File: src/uidpt_map.svh
// constants for the unique id and parameter table query logic
// assumes a 100 MHz system clock that oversamples the serial link pins
//
// Behaviour
// opcode 4BH, four dummy bytes, 128-bit id
// id bits launched on falling serial clock
// id is fixed and never writable
// opcode 5AH, 3-byte address msb first, dummy
// opcode, address, dummy sampled on rising edge
// table data out on falling edges, full rate
// any table byte may start a read
// address advances by one per output byte
// past highest address wrap to zero, continue
// chip select high ends the read anytime
// table read refused while a cycle runs
// bytes 07H, 0FH, 17H always read FFH
// header lengths: 09H at 0BH, 03H at 13H
// pointers: 30H at 0CH, 60H at 14H
// byte 08H reads 00H
// byte 10H returns the 8-bit maker code
// byte 30H bits 1:0 read 01b
// byte 30H bit 2 reads 1b
// byte 30H bit 3 reads 0b
// chip select high means standby
// table read accepted during suspend
// serial output released unless shifting data
// early deselect aborts without side effect
`ifndef UIDPT_MAP_SVH
`define UIDPT_MAP_SVH

// ----------------------------------------------------------------
// opcodes and phase lengths in serial clock bits
// ----------------------------------------------------------------
`define UIDPT_OP_UID          8'h4B
`define UIDPT_OP_TABLE        8'h5A
`define UIDPT_OP_LAST_BIT     8'h07
`define UIDPT_UID_DUMMY_LAST  8'h1F
`define UIDPT_ADDR_LAST_BIT   8'h17
`define UIDPT_PT_DUMMY_LAST   8'h07
`define UIDPT_UID_BITS        8'h80

// ----------------------------------------------------------------
// link timing: half period of the fastest serial clock in cycles
// ----------------------------------------------------------------
`define UIDPT_SYS_CLK_NS      10
`define UIDPT_SCK_PERIOD_NS   80
`define UIDPT_SCK_HALF_CYC    ((`UIDPT_SCK_PERIOD_NS / 2) / `UIDPT_SYS_CLK_NS)

// ----------------------------------------------------------------
// table layout and fixed header fields
// ----------------------------------------------------------------
`define UIDPT_TABLE_AW        7
`define UIDPT_UNUSED_BYTE     8'hFF
`define UIDPT_STD_ID          8'h00
`define UIDPT_STD_LEN         8'h09
`define UIDPT_VND_LEN         8'h03
`define UIDPT_STD_PTR         8'h30
`define UIDPT_VND_PTR         8'h60
`define UIDPT_ERASE_4K        2'b01
`define UIDPT_WR_GRAN_64      1'b1
`define UIDPT_VOLATILE_SR     1'b0
`define UIDPT_WREN_SEL        1'b0
`define UIDPT_BYTE30_UNUSED   3'b111

`endif

File: src/uidpt_pkg.sv
// types shared by the unique id and parameter table query logic
// assumes the constants header is included where numbers are needed
package uidpt_pkg;

    // ------------------------------------------------------------
    // serial link pins as seen by the device
    // ------------------------------------------------------------
    typedef struct packed {
        logic cs_n;   // chip select, low selects
        logic sck;    // serial clock from the host
        logic si;     // serial data in
    } uidpt_pins_t;

    // ------------------------------------------------------------
    // command phases while selected
    // ------------------------------------------------------------
    typedef enum logic [2:0] {
        ST_OPCODE,
        ST_UID_DUMMY,
        ST_ADDR,
        ST_PT_DUMMY,
        ST_UID_OUT,
        ST_PT_OUT,
        ST_IGNORE
    } uidpt_state_t;

endpackage

File: src/uidpt_top.sv
// serial query logic: unique id read and parameter table read
// assumes serial pins arrive asynchronously and are oversampled at
// least four system clocks per serial clock half period
// chip select high is the only abort; no command writes state
`timescale 1ns/1ns
`include "uidpt_map.svh"

module uidpt_top #(
    // arbitrary id, stands in for the factory value
    parameter logic [127:0] UNIQUE_ID = 128'h0F1E_2D3C_4B5A_6978_8796_A5B4_C3D2_E1F0,
    // arbitrary maker code
    parameter logic [7:0]   MAKER_ID  = 8'hA5,
    // table address width; highest address wraps to zero
    parameter int           TABLE_AW  = `UIDPT_TABLE_AW
) (
    // clock and reset
    input  wire logic                  clk,
    input  wire logic                  rstn,
    // serial link pins
    input  wire uidpt_pkg::uidpt_pins_t link_pins,
    // status of the array engine, same clock domain
    // no synchroniser: both come from logic on clk
    input  wire logic                  cycle_busy,
    input  wire logic                  op_suspended,
    // serial data out with its enable
    output logic                       so,
    output logic                       so_oe
);

    // ------------------------------------------------------------
    // declarations
    // ------------------------------------------------------------
    // link side
    uidpt_pkg::uidpt_pins_t pins_meta_q;   // first synchroniser stage
    uidpt_pkg::uidpt_pins_t pins_sync_q;   // second synchroniser stage
    logic                   sck_prev_q;    // delayed clock for edges
    logic                   sck_rise;      // host rising edge seen
    logic                   sck_fall;      // host falling edge seen
    logic                   selected;      // chip select active

    // command decode
    uidpt_pkg::uidpt_state_t state_q;      // command phase
    logic [7:0]             cnt_q;         // bits done in the phase
    logic [7:0]             shift_q;       // opcode shift register
    logic [7:0]             opcode;        // opcode incl. last bit

    // table and output
    logic [TABLE_AW-1:0]    tbl_idx_q;     // table byte address
    logic [7:0]             tbl_byte;      // byte at tbl_idx_q
    logic                   table_ok;      // table read allowed
    logic                   so_q;          // output data flop
    logic                   so_oe_q;       // output enable flop

    // ------------------------------------------------------------
    // pin synchroniser and edge detection
    // ------------------------------------------------------------
    // two stages before any logic; idle values are deselected
    // the pins move as one word, so they keep their order
    // and si is long settled when a rise shows
    always_ff @(posedge clk or negedge rstn) begin
        if (!rstn) begin
            pins_meta_q <= 3'h4;
            pins_sync_q <= 3'h4;
        end else begin
            pins_meta_q <= link_pins;
            pins_sync_q <= pins_meta_q;
        end
    end

    // third flop only feeds the edge detector
    // resets low like an idle clock: no false edge
    always_ff @(posedge clk or negedge rstn) begin
        if (!rstn) begin
            sck_prev_q <= 1'b0;
        end else begin
            sck_prev_q <= pins_sync_q.sck;
        end
    end

    // each edge pulse lasts exactly one clock
    // cs, sck and si share the same latency, so si is still valid
    assign sck_rise = pins_sync_q.sck & ~sck_prev_q;
    assign sck_fall = ~pins_sync_q.sck & sck_prev_q;
    assign selected = ~pins_sync_q.cs_n;
    // opcode includes the bit of this rise
    assign opcode   = {shift_q[6:0], pins_sync_q.si};

    // a running cycle refuses the read unless it is suspended
    // looked at only in the opcode decode
    assign table_ok = ~cycle_busy | op_suspended;

    // ------------------------------------------------------------
    // opcode shift register
    // ------------------------------------------------------------
    // cleared on deselect: a cut opcode leaves nothing
    always_ff @(posedge clk or negedge rstn) begin
        if (!rstn) begin
            shift_q <= 8'h00;
        end else if (!selected) begin
            shift_q <= 8'h00;
        end else if (sck_rise && state_q == uidpt_pkg::ST_OPCODE) begin
            shift_q <= opcode;
        end
    end

    // ------------------------------------------------------------
    // command phase machine
    // ------------------------------------------------------------
    // deselect always lands in standby, waiting for an opcode;
    // nothing is committed before the data phase, so an early
    // deselect leaves no trace
    // counts are serial bits, cleared per phase
    always_ff @(posedge clk or negedge rstn) begin
        if (!rstn) begin
            state_q <= uidpt_pkg::ST_OPCODE;
            cnt_q   <= 8'h00;
        end else if (!selected) begin
            state_q <= uidpt_pkg::ST_OPCODE;
            cnt_q   <= 8'h00;
        end else begin
            unique case (state_q)
                uidpt_pkg::ST_OPCODE: begin
                    if (sck_rise) begin
                        if (cnt_q == `UIDPT_OP_LAST_BIT) begin
                            cnt_q <= 8'h00;
                            // decode on the eighth rising edge
                            if (opcode == `UIDPT_OP_UID) begin
                                state_q <= uidpt_pkg::ST_UID_DUMMY;
                            end else if (opcode == `UIDPT_OP_TABLE && table_ok) begin
                                // busy refuses only the table read
                                state_q <= uidpt_pkg::ST_ADDR;
                            end else begin
                                // unknown or refused: quiet
                                state_q <= uidpt_pkg::ST_IGNORE;
                            end
                        end else begin
                            cnt_q <= cnt_q + 8'h01;
                        end
                    end
                end

                uidpt_pkg::ST_UID_DUMMY: begin
                    // four dummy bytes before the id
                    // dummy bits are counted, never checked
                    if (sck_rise) begin
                        if (cnt_q == `UIDPT_UID_DUMMY_LAST) begin
                            cnt_q   <= 8'h00;
                            state_q <= uidpt_pkg::ST_UID_OUT;
                        end else begin
                            cnt_q <= cnt_q + 8'h01;
                        end
                    end
                end

                uidpt_pkg::ST_ADDR: begin
                    // three address bytes, msb first
                    // only the low table bits are kept
                    if (sck_rise) begin
                        if (cnt_q == `UIDPT_ADDR_LAST_BIT) begin
                            cnt_q   <= 8'h00;
                            state_q <= uidpt_pkg::ST_PT_DUMMY;
                        end else begin
                            cnt_q <= cnt_q + 8'h01;
                        end
                    end
                end

                uidpt_pkg::ST_PT_DUMMY: begin
                    // one dummy byte before table data
                    if (sck_rise) begin
                        if (cnt_q == `UIDPT_PT_DUMMY_LAST) begin
                            cnt_q   <= 8'h00;
                            state_q <= uidpt_pkg::ST_PT_OUT;
                        end else begin
                            cnt_q <= cnt_q + 8'h01;
                        end
                    end
                end

                uidpt_pkg::ST_UID_OUT: begin
                    // count launched bits; stop after the last one
                    // the fall after bit zero releases so
                    if (sck_fall) begin
                        if (cnt_q == `UIDPT_UID_BITS) begin
                            state_q <= uidpt_pkg::ST_IGNORE;
                        end else begin
                            cnt_q <= cnt_q + 8'h01;
                        end
                    end
                end

                uidpt_pkg::ST_PT_OUT: begin
                    // low three bits give the bit within the byte
                    // no end count: the host stops by deselect
                    if (sck_fall) begin
                        cnt_q <= {5'h00, cnt_q[2:0] + 3'h1};
                    end
                end

                uidpt_pkg::ST_IGNORE: begin
                    // wait for deselect
                    state_q <= uidpt_pkg::ST_IGNORE;
                end

                default: begin
                    // unused code: quiet until deselect
                    state_q <= uidpt_pkg::ST_IGNORE;
                end
            endcase
        end
    end

    // ------------------------------------------------------------
    // table address
    // ------------------------------------------------------------
    // the shift keeps only the low address bits, so any start byte
    // is taken and higher address bits alias onto the table
    // deselect keeps the index; a frame reloads it
    always_ff @(posedge clk or negedge rstn) begin
        if (!rstn) begin
            tbl_idx_q <= '0;
        end else if (!selected) begin
            tbl_idx_q <= tbl_idx_q;
        end else if (state_q == uidpt_pkg::ST_ADDR && sck_rise) begin
            tbl_idx_q <= {tbl_idx_q[TABLE_AW-2:0], pins_sync_q.si};
        end else if (state_q == uidpt_pkg::ST_PT_OUT && sck_fall
                     && cnt_q[2:0] == 3'h7) begin
            // last bit of the byte launched: step, wrapping at the top
            tbl_idx_q <= tbl_idx_q + 1'b1;
        end
    end

    // ------------------------------------------------------------
    // table contents
    // ------------------------------------------------------------
    // unlisted bytes read as unused; no write path exists
    function automatic logic [7:0] table_lookup(input logic [7:0] a);
        logic [7:0] d;
        d = `UIDPT_UNUSED_BYTE;
        unique case (a)
            // signature and revisions
            8'h00: d = 8'h53;
            8'h01: d = 8'h46;
            8'h02: d = 8'h44;
            8'h03: d = 8'h50;
            8'h04: d = 8'h00;
            8'h05: d = 8'h01;
            8'h06: d = 8'h01;
            8'h07: d = `UIDPT_UNUSED_BYTE;

            // first header: standard table
            8'h08: d = `UIDPT_STD_ID;
            8'h09: d = 8'h00;
            8'h0A: d = 8'h01;
            8'h0B: d = `UIDPT_STD_LEN;
            8'h0C: d = `UIDPT_STD_PTR;
            8'h0D: d = 8'h00;
            8'h0E: d = 8'h00;
            8'h0F: d = `UIDPT_UNUSED_BYTE;

            // second header: vendor table
            8'h10: d = MAKER_ID;
            8'h11: d = 8'h00;
            8'h12: d = 8'h01;
            8'h13: d = `UIDPT_VND_LEN;
            8'h14: d = `UIDPT_VND_PTR;
            8'h15: d = 8'h00;
            8'h16: d = 8'h00;
            8'h17: d = `UIDPT_UNUSED_BYTE;

            // erase size, granularity, status volatility
            8'h30: d = {`UIDPT_BYTE30_UNUSED, `UIDPT_WREN_SEL, `UIDPT_VOLATILE_SR,
                        `UIDPT_WR_GRAN_64, `UIDPT_ERASE_4K};
            8'h31: d = 8'h20;
            8'h32: d = 8'hF1;

            // fast read descriptors
            8'h38: d = 8'h44;
            8'h39: d = 8'hEB;
            8'h3A: d = 8'h08;
            8'h3B: d = 8'h6B;
            8'h3C: d = 8'h08;
            8'h3D: d = 8'h3B;
            8'h3E: d = 8'h80;
            8'h3F: d = 8'hBB;
            8'h40: d = 8'hEE;
            8'h46: d = 8'h00;
            8'h4A: d = 8'h00;

            // sector sizes and erase codes
            8'h4C: d = 8'h0C;
            8'h4D: d = 8'h20;
            8'h4E: d = 8'h0F;
            8'h4F: d = 8'h52;
            8'h50: d = 8'h10;
            8'h51: d = 8'hD8;

            // the rest, vendor table included
            default: d = `UIDPT_UNUSED_BYTE;
        endcase
        return d;
    endfunction

    // the lookup settles well before the next fall
    // id is a parameter, so no command can alter it
    assign tbl_byte = table_lookup(8'(tbl_idx_q));

    // ------------------------------------------------------------
    // serial output
    // ------------------------------------------------------------
    // data changes only on host falling edges, two to three clocks
    // late; at the fastest serial clock the host gets at least one
    // clock of setup before its rise, so a slower system clock
    // breaks the read; the output is released outside data phases
    always_ff @(posedge clk or negedge rstn) begin
        if (!rstn) begin
            so_q    <= 1'b0;
            so_oe_q <= 1'b0;
        end else if (!selected) begin
            so_q    <= 1'b0;
            so_oe_q <= 1'b0;
        end else if (sck_fall) begin
            if (state_q == uidpt_pkg::ST_UID_OUT && cnt_q != `UIDPT_UID_BITS) begin
                // msb first: inverted count is 127 - count
                so_q    <= UNIQUE_ID[~cnt_q[6:0]];
                so_oe_q <= 1'b1;
            end else if (state_q == uidpt_pkg::ST_PT_OUT) begin
                so_q    <= tbl_byte[~cnt_q[2:0]];
                so_oe_q <= 1'b1;
            end else begin
                // past the id, or no data phase
                so_q    <= 1'b0;
                so_oe_q <= 1'b0;
            end
        end
    end

    // both outputs come straight from flops
    assign so    = so_q;
    assign so_oe = so_oe_q;

endmodule

File: config.mk
export PLATFORM = sky130hd
export DESIGN_NAME = uidpt_top
export DESIGN_NICKNAME = d
export VERILOG_FILES = /design/src/uidpt_pkg.sv /design/src/uidpt_top.sv
export VERILOG_INCLUDE_DIRS = /design/src /design/src/src
export SDC_FILE = /design/constraint.sdc
export NUM_CORES = 1
export LEC_CHECK = 0
export BUFFER_PORTS_ARGS = -buffer_cell sky130_fd_sc_hd__buf_2
export CORE_ASPECT_RATIO = 0.5
export CORE_MARGIN = 10
export CORE_UTILIZATION = 50
export CTS_BUF_LIST = sky130_fd_sc_hd__clkbuf_8
export DETAILED_ROUTE_END_ITERATION = 16
export PLACE_DENSITY = 0.66
export SYNTH_ARGS = -nofsm -noshare
export SYNTH_HDL_FRONTEND = slang
export SYNTH_SLANG_ARGS = --single-unit
File: constraint.sdc
create_clock -name clk -period 3.5 [get_ports clk]
set_clock_uncertainty 0.1 [all_clocks]
set_input_delay 0 -clock clk [delete_from_list [all_inputs] [get_ports clk]]
set_output_delay 0 -clock clk [all_outputs]
set_load 0.05 [all_outputs]
==> results of run 1 <==
[worst max-delay path: stages (launching register included)]
cell and delay [ns]:
sky130_fd_sc_hd__dfrtp_1 0.48, sky130_fd_sc_hd__inv_1 0.27, sky130_fd_sc_hd__ha_1 0.39, sky130_fd_sc_hd__nor2b_1 0.25
sky130_fd_sc_hd__nor3_1 0.08, sky130_fd_sc_hd__or4_1 0.47, sky130_fd_sc_hd__o311a_1 0.14, sky130_fd_sc_hd__a211oi_1 0.33
sky130_fd_sc_hd__o221ai_1 0.18
[routing by layer]
metal | global-route usage [%] | vias to the layer above | part of all wire, %
li1 | - | 1368 | -
met1 | 21.5 | 1323 | 48
met2 | 26.1 | 99 | 45
met3 | 3.71 | 17 | 5.8
met4 | 5.07 | 0 | 1.4
met5 | 0 | - | 0
[where the power goes]
part,leakage [nW],internal [W],total [W],switching (W)
registers,0.453,0.000406,0.000436,0.0000301
clock network,0.0683,0.000285,0.000434,0.000149
logic,0.763,0.0000843,0.000203,0.000119
[cell usage after synthesis, drive strengths merged (7+ instances only)]
library cell  instances
nor2                 36
nand2                28
clkbuf               16
nand3                11
o21ai                26
mux2i                 8
buf                  14
inv                  18
nor3                 14
nor2b                10
a21oi                21
ha                   17
o211ai                7
dfrtp                32
nand2b               10
a31oi                 8
a211oi               12
[layout by cell type (no fill, tap or decap), types with 3 or more instances in the layout]
master and instances:
sky130_fd_sc_hd__o22ai_1 3, sky130_fd_sc_hd__o221a_2 3, sky130_fd_sc_hd__ha_1 17, sky130_fd_sc_hd__o21ai_0 19, sky130_fd_sc_hd__nor2b_1 10, sky130_fd_sc_hd__clkbuf_8 5, sky130_fd_sc_hd__o21ai_1 6, sky130_fd_sc_hd__a211o_1 3
sky130_fd_sc_hd__nand2b_1 10, sky130_fd_sc_hd__o211ai_1 7, sky130_fd_sc_hd__a21oi_1 19, sky130_fd_sc_hd__and3b_1 3, sky130_fd_sc_hd__nor2_1 36, sky130_fd_sc_hd__mux2i_1 8, sky130_fd_sc_hd__xor2_1 4, sky130_fd_sc_hd__a31oi_1 8
sky130_fd_sc_hd__nor4b_1 4, sky130_fd_sc_hd__nor3_1 14, sky130_fd_sc_hd__nand4_1 4, sky130_fd_sc_hd__nand2_1 28, sky130_fd_sc_hd__a311oi_1 3, sky130_fd_sc_hd__o311ai_0 3, sky130_fd_sc_hd__buf_4 4, sky130_fd_sc_hd__inv_1 18
sky130_fd_sc_hd__dfrtp_1 32, sky130_fd_sc_hd__nand3_1 11, sky130_fd_sc_hd__nor3b_1 3, sky130_fd_sc_hd__or3_1 3, sky130_fd_sc_hd__a211oi_1 12, sky130_fd_sc_hd__buf_2 8, sky130_fd_sc_hd__o2111ai_1 3, sky130_fd_sc_hd__o31ai_1 3
sky130_fd_sc_hd__dlygate4sd3_1 4, sky130_fd_sc_hd__xnor2_1 4
[what timing repair did]
item	in CTS	in global routing
hold buffers	4	0
setup endpoints to repair	0	0
hold endpoints to repair	35	0
[through the flow]
| stage | power, W | instance area, um^2 | std cells |
|---|---|---|---|
| after detailed placement | 0.000639 | 3040 | 431 |
| after global routing | 0.00113 | 3220 | 443 |
| after floorplan | 0.000583 | 3020 | 376 |
| after global placement | 0.000631 | 3040 | 431 |
| after CTS | 0.00108 | 3220 | 443 |
| final | 0.00107 | 3220 | 443 |
[final timing paths]
check,from,to,cells past startpoint
setup reg to reg,tbl_idx_q[0],so,8
min in group asynchronous,rstn,pins_meta_q[0],2
setup / recovery,tbl_idx_q[0],so,8
hold / removal,op_suspended,state_q[2],6
hold reg to reg,pins_meta_q[0],opcode[0],0
max in group asynchronous,rstn,tbl_idx_q[1],2
[flip-flops by register name, indices dropped and copies added, names as in the netlist]
name and cells:
cnt_q 8, opcode 1, pins_meta_q 3, pins_sync_q 2
sck_prev_q 1, shift_q 7, so 1, so_oe 1
state_q 3, tbl_idx_q 7
[cell families after synthesis]
| family | count (synthesis) | share of synthesized area, % |
|---|---|---|
| AOI/OAI and AO/OA | 113 | 25.8 |
| xor gates and xnor gates | 8 | 2.32 |
| adders and majority gates | 18 | 7.38 |
| buffers and inverters | 48 | 6.89 |
| DFF | 34 | 28.3 |
| muxes | 10 | 3.40 |
| and+or+nand+nor | 145 | 26.0 |
[cell type report]
type / instances / share of cell area (%)
multi-input cells: 294 / 60.8
flip-flops and latches: 34 / 26.5
repair buffers: 16 / 3.42
well taps: 73 / 2.84
clock buffers: 5 / 2.14
clock inverters: 3 / 2.14
inverters: 18 / 2.10
==> reports/qor.yml, run 1 <==
floorplanning:
  die_h_um: 74.9
  die-area_um2: 9730
  fp-row-count: 19
  effective_utilization_at_floorplan_pct: 53.3
  pin_count: 9
  placeableCoreArea_um2: 5660
  fp.dieW_um: 130
logic_synthesis:
  synth_cell_type_count: 71
  postSynth.asyncResetShare_pct: 100
  yosys.area.top_type_share_pct: 26.5
  synth_seq_cells: 34
  synth_flop_cell: "sky130_fd_sc_hd__dfrtp_1"
  synth-edff-count: 0
  yosysTopAreaCell: "sky130_fd_sc_hd__dfrtp_1"
  synth_sequential_area_ratio_pct: 28.3
  synthCells: 376
  synth.net_count: 400
  syn-mean-instance-area_um2: 8.02
  synthTopCellsByArea: "sky130_fd_sc_hd__dfrtp_1 27%, sky130_fd_sc_hd__ha_1 7.1%, sky130_fd_sc_hd__nor2_1 4.5%"
  ys.warnings.count: 0
  mappedNetlistArea_um2: 3020
critical_path:
  setup.worst_path.start_class: "flip-flop"
  critPathMaxFanout: 10
  r2r_slack_ns: 0.68
  timing.critical_path.to_type: "flip-flop"
  cp_data_arrival_time_ns: 2.87
  crit_required_ns: 3.54
  worstSetupPathType: "reg -> reg"
global_route:
  grt-ovfl-total: 0
  grt_pass1_wl_mm: 13.1
  antenna_found_initial: 0
  grt_util_all_layers_pct: 16.2
  first_global_vias: 2700
  largest_net_degree_at_the_start_of_global_routing: 35
final_layout:
  fin_util_pct: 56.8
  antennaDiodeCount: 0
  multi_input_comb_area_um2: 1960
  nets: 393
  areaGrowthSynthToFinish_pct: 6.59
  seq_area_um2: 853
  final_layout_size_suffix_gt1_share_pct: 10.0
  n_fill_cell: 526
placed_design:
  finalWeightedCongestion: 0.945
  preCtsSetupSlack_ns: 0.748
  dpl.hpwl_mm: 5.32
  port-buffer-count: 8
run:
  drv.max_cap_violation_count: 0
cts:
  clkSlewWorstSetupHoldPaths_ns: 0.07
  clock_sink_count: 34
  cts.htree.levels: 2
  cts_tree: "done"
  clk-insertion-delay-late_ns: 0.28
  cts_resized: 0
  clk_root_buffer_cell: "sky130_fd_sc_hd__clkbuf_8"
  cts_made_buffers: 5
  clk_path_buf_depth: 2
  postCtsSetupBuffers: 0
routing:
  drt-wirelength-per-cell_um: 17.3
  detail_route.drc_violations: 0
  routed_wl_mm: 7.65
  drtIter0Drc: 323
  routed-via-count: 2807
  drtAntennaViolNets: 0
  vias_cell: 6.34
  drt_pass1_iterations: 5
timing:
  grt_setup_unrepaired: "no"
  final-max-slew-violation-count: 0
  tightest_slew_ns: 0.882
  fmaxAchievable_mhz: 354
  whs_ns: 0.136
  setup_viol_count_final: 0
  slew_headroom_pct: 41.2
  period_minus_slack_ns: 2.82
  final_hold_viol_count: 0
  period_utilization_post_route_pct: 80.7
  postLayoutSetupSlackWorst_ns: 0.675
  totalNegativeSetupSlack_ns: 0
pwr:
  ir_worst_vdd_mv: 0.260
  cellLeakagePower_nw: 1.28
  p_per_area_nw_per_um2: 334
outcome:
  outcome: "finished, final reports clean"
hold_path:
  worst_hold_path_type: "in -> reg"
No activity file was read; power rests on OpenSTA's default activity.
==> run 2: changes to the inputs <==
==> constraint.sdc (replaced) <==
create_clock -name clk -period 2.81 [get_ports clk]
set_clock_uncertainty 0.1 [all_clocks]
set_input_delay 0 -clock clk [delete_from_list [all_inputs] [get_ports clk]]
set_output_delay 0 -clock clk [all_outputs]
set_load 0.05 [all_outputs]
==> run 2 against run 1 <==
Compared with the run above:
- maximum frequency increased by 7.8%
- clock power decreased by 2%
- sequential power increased by 22%
- flip-flop and latch count unchanged
- wire length increased by 7.8%
- final cell count increased by 3.8%
- clock-buffer cell count unchanged
- hold slack improved by 0.020 ns
- largest power group unchanged
==> reports/qor.yml, run 2 (synthesis gave the netlist of run 1 again) <==
cts:
  postCtsSetupBuffers: 0  # unchanged
  clk-insertion-delay-late_ns: 0.28  # about the same
  cts_tree: "done"
  clk_path_buf_depth: 2  # unchanged
  clk_root_buffer_cell: "sky130_fd_sc_hd__clkbuf_8"
  clock_sink_count: 34  # unchanged
  cts.htree.levels: 2  # unchanged
  cts_made_buffers: 5  # unchanged
  clkSlewWorstSetupHoldPaths_ns: 0.07  # about the same
critical_path:
  r2r_slack_ns: 0.19  # -0.49 ns
  setup.worst_path.start_class: "flip-flop"
  cp_data_arrival_time_ns: 2.66  # -0.21 ns
  timing.critical_path.to_type: "flip-flop"
  worst_r2r_endpoint: "so"
  critPathMaxFanout: 12  # +2
  crit_required_ns: 2.85  # -0.69 ns
  worst-r2r-cell-count: 7  # -1
  worstSetupPathType: "reg -> reg"
  crit-reg2reg-launch: "tbl_idx_q[1]"
final_layout:
  areaGrowthSynthToFinish_pct: 9.95
  final_layout_size_suffix_gt1_share_pct: 13.7  # +3.7 points
  largest_registers: "cnt_q x8, shift_q x7, tbl_idx_q x7"
  nets: 410  # +4.3%
  finalInstanceArea_um2: 3320  # +3.2%
  top_register: "cnt_q"
  highest_count_cells_in_the_layout_ignoring_fill_and_taps: "36 x sky130_fd_sc_hd__nor2_1, 32 x sky130_fd_sc_hd__dfrtp_1, 28 x sky130_fd_sc_hd__nand2_1, 21 x sky130_fd_sc_hd__buf_4, 20 x sky130_fd_sc_hd__inv_1"
  number_of_flip_flops_in_the_largest_register: 8  # unchanged
  mostFrequentLayoutCell: "sky130_fd_sc_hd__nor2_1"
  post_layout_nonfiller_instances: 460  # +3.8%
  antennaDiodeCount: 0  # unchanged
global_route:
  grt-ovfl-total: 0  # unchanged
  grt_util_all_layers_pct: 17.3  # +1.1 points
  largest_net_degree_at_the_start_of_global_routing: 35  # unchanged
  grt_pass1_wl_mm: 13.8  # +5.6%
  first_global_vias: 2802  # +3.8%
  antenna_found_initial: 0  # unchanged
pwr:
  p_per_area_nw_per_um2: 376  # +13%
  clkPwrFrac_pct: 34.3  # -6.2 points
  cellLeakagePower_nw: 1.37  # +6.4%
  total_switching_power_w: 0.000365  # +23%
  p_int_w: 0.000882  # +14%
  comb_power_share_pct: 22.9  # +4.0 points
  ir_worst_vdd_mv: 0.273  # +4.7%
  sw_frac_of_total_pct: 29.3  # +1.5 points
  power.share.sequential_pct: 42.8  # +2.2 points
timing:
  setup_viol_count_final: 0  # unchanged
  final-max-slew-violation-count: 0  # unchanged
  tightest_slew_ns: 0.748  # -0.134 ns
  grt_setup_unrepaired: "no"
  fmaxAchievable_mhz: 381  # +7.8%
  period_utilization_post_route_pct: 93.3  # +13 points
  slew_headroom_pct: 50.1  # +8.9 points
  whs_ns: 0.156  # +0.0203 ns
  totalNegativeSetupSlack_ns: 0  # unchanged
  final_hold_viol_count: 0  # unchanged
  period_minus_slack_ns: 2.62  # -0.203 ns
placed_design:
  finalWeightedCongestion: 0.967  # +2.3%
  dpl-instance-area_um2: 3170  # +4.2%
  port-buffer-count: 8  # unchanged
  post-place-cells: 448  # +3.9%
  dpl.hpwl_mm: 6.01  # +13%
hold_path:
  worst_hold_path_type: "in -> reg"
  whs_path_depth: 6  # unchanged
  min-delay-start: "op_suspended"
  min_to: "state_q[2]"
floorplanning:
  die_h_um: 74.9  # unchanged
  pin_count: 9  # unchanged
  die-area_um2: 9730  # unchanged
  fp-row-count: 19  # unchanged
  placeableCoreArea_um2: 5660  # unchanged
  effective_utilization_at_floorplan_pct: 53.3  # unchanged
  fp.dieW_um: 130  # unchanged
routing:
  drt-wirelength-per-cell_um: 17.9  # +3.8%
  detail_route.drc_violations: 0  # unchanged
  drtIter0Drc: 299  # -7.4%
  routed-via-count: 2902  # +3.4%
  drt_pass1_iterations: 5  # unchanged
  drtAntennaViolNets: 0  # unchanged
  vias_cell: 6.31  # -0.44%
  routed_wl_mm: 8.24  # +7.8%
run:
  drv.max_cap_violation_count: 0  # unchanged
outcome:
  outcome: "finished, final reports clean"
[run 2: changes by cell type in the layout (fill, tap and decap cells not counted), sizes merged]
cell / delta
clkinv: -1
buf: +17
inv: +2
bufinv: -1
[run 2: what timing repair did]
action / in CTS / in global routing
hold endpoints to repair: 35 / 0
gates resized for setup: 0 / 1
setup endpoints to repair: 0 / 1
hold buffers: 4 / 0
[run 2: worst max-delay path by stage]
stage	to	from	cells after the start
finish	so	tbl_idx_q[1]	7
global route	so	tbl_idx_q[1]	8
CTS	so	tbl_idx_q[1]	7
detailed placement	so	tbl_idx_q[1]	7
global placement	so	tbl_idx_q[3]	6
floorplan	so	cnt_q[0]	9
[run 2: stage by stage]
stage,setup WS (ns),total power (W),util (%)
4_1_cts,0.233,0.00125,58.5
6_report,0.188,0.00125,58.6
5_1_grt,0.0345,0.00132,58.6
2_1_floorplan,0.335,0.000726,-
3_3_place_gp,0.291,0.000812,55.9
3_5_place_dp,0.253,0.000815,55.9
[run 2: power by group through the flow]
stage	registers [W]	clock network, W	logic [W]
floorplan	0.000531	0	0.000195
global placement	0.000541	0	0.000271
detailed placement	0.000542	0	0.000273
CTS	0.000533	0.000438	0.000281
global route	0.000537	0.000466	0.000316
finish	0.000534	0.000427	0.000286
[run 2: routing by layer]
| layer | global-route usage (%) | wire (um) | share of wire, % |
|---|---|---|---|
| met1 | 22.6 | 3950 | 48 |
| met2 | 28.8 | 3690 | 45 |
| met3 | 3.22 | 417 | 5.1 |
| met4 | 5.69 | 187 | 2.3 |
| met5 | 0 | 0 | 0 |
[run 2: worst max-delay path, cell delays in order (launching register included)]
cell and delay [ns]:
sky130_fd_sc_hd__dfrtp_1 0.52, sky130_fd_sc_hd__ha_1 0.35, sky130_fd_sc_hd__ha_1 0.29, sky130_fd_sc_hd__o41ai_1 0.41, sky130_fd_sc_hd__nor3_1 0.08, sky130_fd_sc_hd__a22o_1 0.23, sky130_fd_sc_hd__a211oi_1 0.32, sky130_fd_sc_hd__o221ai_1 0.17
[run 2: final cells by class]
class,count,area [um^2]
timing repair buffer,33,238
clock buffer,5,68.8
clock inverter,3,37.5
tap,73,91.3
inverter,18,67.6
sequential,34,853
multi-input combinational,294,1960
fill,496,2340
